## config.mk

```make
export PLATFORM = sky130hd
export DESIGN_NAME = dsfc_top
export DESIGN_NICKNAME = d
export VERILOG_FILES = /design/src/hw/dsfc_pkg.sv /design/src/hw/dsfc_top.sv
export VERILOG_INCLUDE_DIRS = /design/src /design/src/hw
export SDC_FILE = /design/constraint.sdc
export NUM_CORES = 1
export LEC_CHECK = 0
export CORE_ASPECT_RATIO = 1.2
export CORE_MARGIN = 2
export CORE_UTILIZATION = 45
export DETAILED_ROUTE_END_ITERATION = 6
export DONT_BUFFER_PORTS = 1
export HOLD_SLACK_MARGIN = 0.02
export SYNTH_ARGS = -nofsm -noshare
export SYNTH_HDL_FRONTEND = slang
export SYNTH_SLANG_ARGS = --single-unit
```

## constraint.sdc

```tcl
create_clock -name ref_clk_i -period 4.34 [get_ports ref_clk_i]
set_input_delay 0.868 -clock ref_clk_i [delete_from_list [all_inputs] [get_ports ref_clk_i]]
set_output_delay 0.868 -clock ref_clk_i [all_outputs]
set_load 0.02 [all_outputs]
```

## src/hw/dsfc_defs.svh

```systemverilog
// Constants for the slot data queue control block
`ifndef DSFC_DEFS_SVH
`define DSFC_DEFS_SVH

// ----------------------------------------------------------------
// Connection codes
// ----------------------------------------------------------------
`define DSFC_CONN_OFF   2'b00
`define DSFC_CONN_LINK  2'b10

// ----------------------------------------------------------------
// Slot select range
// ----------------------------------------------------------------
`define DSFC_SLOT_MIN   4'h3
`define DSFC_SLOT_MAX   4'hc
`define DSFC_SLOT_STEP  4'h1

// ----------------------------------------------------------------
// Queue geometry and reset values
// ----------------------------------------------------------------
`define DSFC_DEPTH      8
`define DSFC_WORD_W     16
`define DSFC_SLOT_W     4
`define DSFC_CTL_RST    16'h4000
`define DSFC_SKID_DEPTH 2

`endif

```

## src/hw/dsfc_pkg.sv

```systemverilog
// Types shared by the slot data queue control block
`include "dsfc_defs.svh"

package dsfc_pkg;

  // ----------------------------------------------------------------
  // Control word layout, most significant field first
  // ----------------------------------------------------------------
  typedef struct packed {
    logic                    sticky_err;
    logic                    empty;
    logic                    full;
    logic                    unused_bit;
    logic                    dma_request_enable;
    logic [2:0]              irq_threshold;
    logic [3:0]              slot;
    logic                    stereo_mono_choice;
    logic                    reserved_path_bit;
    logic [1:0]              conn;
  } dsfc_ctl_t;

  // ----------------------------------------------------------------
  // Word arriving from the link for one slot
  // ----------------------------------------------------------------
  typedef struct packed {
    logic [`DSFC_SLOT_W-1:0] slot;
    logic [`DSFC_WORD_W-1:0] data;
  } dsfc_slot_t;

endpackage

```

## src/hw/dsfc_top.sv

```systemverilog
// Transmit and receive slot data queues with their control words
`include "dsfc_defs.svh"

// Functional notes
// - Transmit connection field 00 detaches, 10 attaches the queue to the link.
// - Receive connection field 00 detaches, 10 attaches the queue to the link.
// - Bit 3 picks mono (one slot) or stereo (slot pair) binding.
// - Slot codes 3 to 12 select slot N; stereo adds N+1; 12 stereo barred.
// - Transmit interrupt level held while remaining words equal the threshold.
// - Receive interrupt level held once threshold plus one words are held.
// - Bit 11 enables DMA requests from the queue.
// - Transmit bit 13 reads full, read only.
// - Transmit empty flag reads one when no words are held.
// - Transmit bit 15 sticky underflow, cleared by writing one.
// - Receive bit 13 reads full, read only.
// - Receive bit 14 reads empty, read only.
// - Receive bit 15 sticky overflow, cleared by writing one.
// - Each queue holds eight sixteen-bit words.
// - Stereo words leave in queue order, one per matched request for slot N or N+1.
// - A matched link request on an empty transmit queue sets underflow.
// - A matched word into a full receive queue sets overflow.
module dsfc_top #(
  parameter int DEPTH = `DSFC_DEPTH
) (
  // Clock and reset
  input  wire logic                    ref_clk_i,
  input  wire logic                    rst_b_i,
  // Control words
  input  wire logic                    tx_ctl_wr_i,
  input  wire dsfc_pkg::dsfc_ctl_t     tx_ctl_wdata_i,
  output wire dsfc_pkg::dsfc_ctl_t     tx_ctl_rdata_o,
  input  wire logic                    rx_ctl_wr_i,
  input  wire dsfc_pkg::dsfc_ctl_t     rx_ctl_wdata_i,
  output wire dsfc_pkg::dsfc_ctl_t     rx_ctl_rdata_o,
  // Core transmit data
  input  wire logic                    tx_wr_valid_i,
  input  wire logic [`DSFC_WORD_W-1:0] tx_wr_data_i,
  output logic                         tx_wr_ready_o,
  // Core receive data
  output logic                         rx_rd_valid_o,
  output wire logic [`DSFC_WORD_W-1:0] rx_rd_data_o,
  input  wire logic                    rx_rd_ready_i,
  // Link transmit slot requests
  input  wire logic                    tx_slot_req_i,
  input  wire logic [`DSFC_SLOT_W-1:0] tx_slot_num_i,
  output logic                         tx_slot_ack_o,
  output logic                         tx_slot_good_o,
  output logic [`DSFC_WORD_W-1:0]      tx_slot_data_o,
  // Link receive slot words
  input  wire logic                    rx_slot_valid_i,
  input  wire dsfc_pkg::dsfc_slot_t    rx_slot_i,
  // Interrupt and DMA requests
  output logic                         tx_irq_o,
  output logic                         rx_irq_o,
  output logic                         tx_dma_req_o,
  output logic                         rx_dma_req_o
);
  import dsfc_pkg::*;

  localparam int AW = $clog2(DEPTH);
  localparam int CW = AW + 1;
  localparam int SW = $clog2(`DSFC_SKID_DEPTH) + 1;
  localparam logic [CW-1:0] FULL_CNT = CW'(DEPTH);
  localparam logic [SW-1:0] SKID_FULL = SW'(`DSFC_SKID_DEPTH);

  // ----------------------------------------------------------------
  // Slot binding and control word update
  // ----------------------------------------------------------------
  function automatic logic slot_hit(dsfc_ctl_t c, logic [`DSFC_SLOT_W-1:0] n);
    logic ok;
    ok = (c.conn == `DSFC_CONN_LINK)
      && (c.slot >= `DSFC_SLOT_MIN) && (c.slot <= `DSFC_SLOT_MAX)
      && !(c.stereo_mono_choice && (c.slot == `DSFC_SLOT_MAX));
    // Stereo serves slot N or N+1 alike, one queue word per matched request, in queue order
    slot_hit = ok && ((n == c.slot)
      || (c.stereo_mono_choice && (n == c.slot + `DSFC_SLOT_STEP)));
  endfunction

  function automatic dsfc_ctl_t ctl_write(dsfc_ctl_t q, dsfc_ctl_t w, logic wr);
    dsfc_ctl_t r;
    r = q;
    if (wr) begin
      r.conn               = w.conn;
      r.stereo_mono_choice = w.stereo_mono_choice;
      r.slot               = w.slot;
      r.irq_threshold      = w.irq_threshold;
      r.dma_request_enable = w.dma_request_enable;
    end
    r.reserved_path_bit = 1'b0;
    r.unused_bit        = 1'b0;
    ctl_write = r;
  endfunction

  // ----------------------------------------------------------------
  // Transmit queue
  // ----------------------------------------------------------------
  logic [`DSFC_WORD_W-1:0] tx_mem_q [DEPTH];
  logic [AW-1:0]           tx_wp_q;
  logic [AW-1:0]           tx_rp_q;
  logic [CW-1:0]           tx_cnt_q;
  logic [CW-1:0]           tx_cnt_d;
  dsfc_ctl_t               tx_ctl_q;
  dsfc_ctl_t               tx_ctl_d;
  logic                    tx_push;
  logic                    tx_hit;
  logic                    tx_pop;
  logic                    tx_under;

  assign tx_push  = tx_wr_valid_i && tx_wr_ready_o;
  assign tx_hit   = tx_slot_req_i && slot_hit(tx_ctl_q, tx_slot_num_i);
  assign tx_pop   = tx_hit && (tx_cnt_q != '0);
  assign tx_under = tx_hit && (tx_cnt_q == '0);
  assign tx_cnt_d = tx_cnt_q + CW'(tx_push) - CW'(tx_pop);
  assign tx_ctl_rdata_o = tx_ctl_q;

  always_comb begin
    tx_ctl_d = ctl_write(tx_ctl_q, tx_ctl_wdata_i, tx_ctl_wr_i);
    tx_ctl_d.full  = (tx_cnt_d == FULL_CNT);
    tx_ctl_d.empty = (tx_cnt_d == '0);
    // A new underflow wins over a clear in the same cycle
    tx_ctl_d.sticky_err = tx_under
      || (tx_ctl_q.sticky_err && !(tx_ctl_wr_i && tx_ctl_wdata_i.sticky_err));
  end

  always_ff @(posedge ref_clk_i or negedge rst_b_i) begin
    if (!rst_b_i) begin
      tx_ctl_q <= `DSFC_CTL_RST;
    end else begin
      tx_ctl_q <= tx_ctl_d;
    end
  end

  always_ff @(posedge ref_clk_i) begin
    if (tx_push) begin
      tx_mem_q[tx_wp_q] <= tx_wr_data_i;
    end
  end

  always_ff @(posedge ref_clk_i or negedge rst_b_i) begin
    if (!rst_b_i) begin
      tx_wp_q        <= '0;
      tx_rp_q        <= '0;
      tx_cnt_q       <= '0;
      tx_wr_ready_o  <= 1'b1;
      tx_slot_ack_o  <= 1'b0;
      tx_slot_good_o <= 1'b0;
      tx_slot_data_o <= '0;
    end else begin
      tx_wp_q        <= tx_push ? tx_wp_q + 1'b1 : tx_wp_q;
      tx_rp_q        <= tx_pop ? tx_rp_q + 1'b1 : tx_rp_q;
      tx_cnt_q       <= tx_cnt_d;
      tx_wr_ready_o  <= (tx_cnt_d != FULL_CNT);
      tx_slot_ack_o  <= tx_hit;
      tx_slot_good_o <= tx_pop;
      tx_slot_data_o <= tx_pop ? tx_mem_q[tx_rp_q] : '0;
    end
  end

  // ----------------------------------------------------------------
  // Receive queue
  // ----------------------------------------------------------------
  logic [`DSFC_WORD_W-1:0] rx_mem_q [DEPTH];
  logic [AW-1:0]           rx_wp_q;
  logic [AW-1:0]           rx_rp_q;
  logic [CW-1:0]           rx_cnt_q;
  logic [CW-1:0]           rx_cnt_d;
  dsfc_ctl_t               rx_ctl_q;
  dsfc_ctl_t               rx_ctl_d;
  logic                    rx_hit;
  logic                    rx_push;
  logic                    rx_over;
  logic                    rx_pop;
  logic [`DSFC_WORD_W-1:0] sk_q [`DSFC_SKID_DEPTH];
  logic [SW-1:0]           sk_n_q;
  logic [SW-1:0]           sk_n_d;
  logic                    sk_take;
  logic [CW:0]             rx_lvl_d;

  assign rx_hit   = rx_slot_valid_i && slot_hit(rx_ctl_q, rx_slot_i.slot);
  assign rx_push  = rx_hit && (rx_cnt_q != FULL_CNT);
  assign rx_over  = rx_hit && (rx_cnt_q == FULL_CNT);
  assign rx_pop   = (rx_cnt_q != '0) && (sk_n_q != SKID_FULL);
  assign sk_take  = rx_rd_valid_o && rx_rd_ready_i;
  assign rx_cnt_d = rx_cnt_q + CW'(rx_push) - CW'(rx_pop);
  assign sk_n_d   = sk_n_q + SW'(rx_pop) - SW'(sk_take);
  assign rx_lvl_d = (CW + 1)'(rx_cnt_d) + (CW + 1)'(sk_n_d);
  assign rx_rd_data_o   = sk_q[0];
  assign rx_ctl_rdata_o = rx_ctl_q;

  always_comb begin
    rx_ctl_d = ctl_write(rx_ctl_q, rx_ctl_wdata_i, rx_ctl_wr_i);
    rx_ctl_d.full  = (rx_cnt_d == FULL_CNT);
    rx_ctl_d.empty = (rx_lvl_d == '0);
    // A new overflow wins over a clear in the same cycle
    rx_ctl_d.sticky_err = rx_over
      || (rx_ctl_q.sticky_err && !(rx_ctl_wr_i && rx_ctl_wdata_i.sticky_err));
  end

  always_ff @(posedge ref_clk_i or negedge rst_b_i) begin
    if (!rst_b_i) begin
      rx_ctl_q <= `DSFC_CTL_RST;
    end else begin
      rx_ctl_q <= rx_ctl_d;
    end
  end

  always_ff @(posedge ref_clk_i) begin
    if (rx_push) begin
      rx_mem_q[rx_wp_q] <= rx_slot_i.data;
    end
  end

  always_ff @(posedge ref_clk_i or negedge rst_b_i) begin
    if (!rst_b_i) begin
      rx_wp_q  <= '0;
      rx_rp_q  <= '0;
      rx_cnt_q <= '0;
    end else begin
      rx_wp_q  <= rx_push ? rx_wp_q + 1'b1 : rx_wp_q;
      rx_rp_q  <= rx_pop ? rx_rp_q + 1'b1 : rx_rp_q;
      rx_cnt_q <= rx_cnt_d;
    end
  end

  // ----------------------------------------------------------------
  // Two-entry output buffer toward the core
  // ----------------------------------------------------------------
  always_ff @(posedge ref_clk_i or negedge rst_b_i) begin
    if (!rst_b_i) begin
      sk_q[0]       <= '0;
      sk_q[1]       <= '0;
      sk_n_q        <= '0;
      rx_rd_valid_o <= 1'b0;
    end else begin
      if (sk_take) begin
        sk_q[0] <= sk_q[1];
      end
      if (rx_pop) begin
        if ((sk_n_q - SW'(sk_take)) == '0) begin
          sk_q[0] <= rx_mem_q[rx_rp_q];
        end else begin
          sk_q[1] <= rx_mem_q[rx_rp_q];
        end
      end
      sk_n_q        <= sk_n_d;
      rx_rd_valid_o <= (sk_n_d != '0);
    end
  end

  // ----------------------------------------------------------------
  // Interrupt levels and DMA requests
  // ----------------------------------------------------------------
  always_ff @(posedge ref_clk_i or negedge rst_b_i) begin
    if (!rst_b_i) begin
      // An empty queue matches the zero threshold held in reset
      tx_irq_o     <= 1'b1;
      rx_irq_o     <= 1'b0;
      tx_dma_req_o <= 1'b0;
      rx_dma_req_o <= 1'b0;
    end else begin
      tx_irq_o     <= (tx_cnt_d == CW'(tx_ctl_d.irq_threshold));
      rx_irq_o     <= (rx_lvl_d > (CW + 1)'(rx_ctl_d.irq_threshold));
      tx_dma_req_o <= tx_ctl_d.dma_request_enable && !tx_ctl_d.full;
      rx_dma_req_o <= rx_ctl_d.dma_request_enable && (sk_n_d != '0);
    end
  end
endmodule

```

==> qor.yml <==
relSlewSlack_pct: 18.8
place.gp.congestion: 0.742
swShare_pct: 30.5
num-nets-final: 938
path_clk_slew_ps: 60
setup_viol: 0
core_area_mm2: 0.0320
powerDensity_mw_per_mm2: 664
die_w_um: 168
end_kind: "flip-flop"
cts_hold_buf: 2
yosysWarnings: 0
reg2reg_depth: 19
grt_start_max_net_pins: 85
synth_edf_count: 256
synth_cell_types: 49
critPathKind: "reg2reg"
fin_tns_setup_ps: 0
cts_sinks: 362
r2r_slack_ps: 380
drc: 0
finClkSkew_ps: 12.0
synth_ff_type: "edfxtp_1"
crit_start: "rx_ctl_rdata_o[4]"
viasPerCell: 5.40
crit_path_start_kind: "flip-flop"
vias: 6823
antenna_found_initial: 0
synth_area_mm2: 0.0145
avgSynthCellArea_um2: 17.7
wl_per_cell_um: 21.8
grt-ovfl-total: 0
first_global_vias: 7374
post-place-cells: 1197
max-cap-violations: 0
p_clk_share_pct: 28.2
synthTopCellsByArea: "edfxtp_1 53%, dfrtp_1 18%, mux4_2 9.9%"
drt_iter0_drc: 304
dr.pass1.iters: 4
root_buffer: "clkbuf_16"
die_y_um: 201
num_rows: 72
required_ps: 4740
ctsResizeCount: 0
rsz0062_at_grt: "false"
cts.path.max_buffers: 3
critPathArrivalTime_ps: 4360
period_needed_ps: 3960
synth_seq_area_share_pct: 71.4
area.growth.synth_to_final_pct: 11.6
p_switching_mw: 3.28
rr_startpoint: "rx_ctl_rdata_o[4]"
postRouteAntennaNets: 0
vdd_drop_max_mv: 0.461
clk-insertion-delay-late_ps: 530
status: "finished, final reports clean"
fin_crit_sh_pct: 91.3
yosys.area.top_type_share_pct: 53.0
tightest_slew_ps: 1220
syn_inst: 818
n_antenna_cell: 0
slew_violations: 0
p_seq_share_pct: 44.0
cts_tree: "yes"
hpwl_um: 17000
endpoint: "rx_irq_o"
hold_path.class: "in2async"
dieArea_mm2: 0.0337
finalHoldViolCount: 0
p_comb_share_pct: 27.8
ys_ff_latch: 362
internal-power_mw: 7.46
port_buffers: 0
p_leak_nw: 5.76
cts_made_buffers: 36
drive_gt1_share_pct: 22.8
start_util_pct: 45.3
reg2reg_to: "rx_irq_o"
async_flop_share_pct: 29.3
cts_setup_buffers: 0
num_io_pins: 152
grt_pass1_wl_um: 42400
final-instance-count-excl-fill: 1264
routed_wl_um: 27600
h-tree-depth: 2
crit_fanout: 3
yosysTopAreaCell: "edfxtp_1"
clock.fmax_mhz: 253
grt.total_usage_pct: 16.8
-- kinds of logic (layout without fill, tap and decap cells) --
logic type	count (synthesis)	after routing	synth area share (%)
buffers and inverters	85	121	2.88
multiplexers	134	134	15.1
adder cells (fa/ha/maj)	28	28	2.47
AO/OA/AOI/OAI	55	55	2.16
AND/OR/NAND/NOR	122	122	4.00
XOR/XNOR	31	31	1.97
flip-flops	362	362	71.4
other	1	4	0.0259
-- worst max-delay path: stages, from the launching register on --
cell and delay [ps]:
dfrtp_1 350, inv_1 60, ha_1 310, xor2_1 140
or3_1 300, o31ai_1 250, buf_4 160, nand2_1 80
ha_1 310, inv_1 60, ha_1 190, xnor2_1 210
xor2_1 210, ha_1 190, nor2_1 60, xnor2_1 210
ha_1 290, a21oi_1 130, a31oi_1 50, or2_2 270
-- metal layers --
layer	up-vias	wire length (um)	track usage, %
met3	40	1340	3.84
li1	3113	-	-
met2	153	15200	31.7
met4	0	605	5.09
met1	3517	10500	18.7
met5	-	0	0
-- layout by cell type, fill, tap and decap left out, types with 4 or more instances in the layout --
cell / count
o21ai_0: 21
nand2b_1: 4
conb_1: 4
clkbuf_16: 36
xnor2_1: 16
inv_1: 31
nor2_1: 36
mux2_2: 34
nor4_2: 4
clkbuf_1: 13
edfxtp_1: 256
ha_1: 27
nand3_1: 8
clkinv_1: 7
mux4_2: 64
bufinv_16: 4
buf_4: 23
nor2_2: 6
a21oi_1: 21
xor2_1: 14
dfrtp_1: 100
mux2i_1: 35
nand2_1: 35
dfstp_2: 4
-- through the flow --
stage	util (%)	power [mW]	cell area, um2	hold WS, ps	setup WS [ps]
final	50.5	10.7	16200	184	380
after global routing	50.5	11.4	16200	155	83.8
after CTS	50.5	10.9	16200	151	343
after detailed placement	46.8	7.81	15000	520	172
after global placement	46.8	7.65	15000	502	242
after floorplan	-	7.19	14500	489	190
-- state kept, by name, summed over array words and instances, names as in the netlist, 14 cells and up --
name / cells
rx_rd_data_o: 16
tx_mem_q: 128
rx_ctl_rdata_o: 14
tx_slot_data_o: 16
rx_mem_q: 128
tx_ctl_rdata_o: 14
sk_q: 16
-- how the worst min path moves through the flow --
stage,endpoint,start,depth (start not counted)
floorplan,tx_wp_q[0],tx_wp_q[0],2
finish,tx_wr_ready_o,rst_b_i,0
CTS,rx_ctl_rdata_o[14],rst_b_i,0
detailed placement,sk_q[8],sk_q[8],2
global placement,sk_q[7],sk_q[7],2
global route,rx_ctl_rdata_o[14],rst_b_i,0
-- power groups by stage --
stage               clock (mW)  combinational (mW)  sequential [mW]
finish                    3.03                2.98             4.73
global route              3.24                3.34             4.79
detailed placement           0                3.00             4.81
global placement             0                2.88             4.77
floorplan                    0                2.71             4.47
CTS                       3.12                3.04             4.74
-- synthesized netlist by cell type, drive strengths merged (22+ instances only) --
| cell | count |
|---|---|
| edfxtp | 256 |
| dfrtp | 102 |
| mux4 | 64 |
| nor2 | 42 |
| mux2 | 35 |
| mux2i | 35 |
| nand2 | 35 |
| buf | 32 |
| inv | 31 |
| ha | 27 |
| clkbuf | 22 |
-- area by class of cell --
type | count | area [um2]
Timing Repair Buffer | 25 | 210
Multi-Input combinational cell | 374 | 3830
Clock buffer | 49 | 950
Inverter | 31 | 116
Tap cell | 407 | 509
Fill cell | 2585 | 15800
Sequential cell | 362 | 10300
Clock inverter | 16 | 204
(Power assumes the default switching activity.)
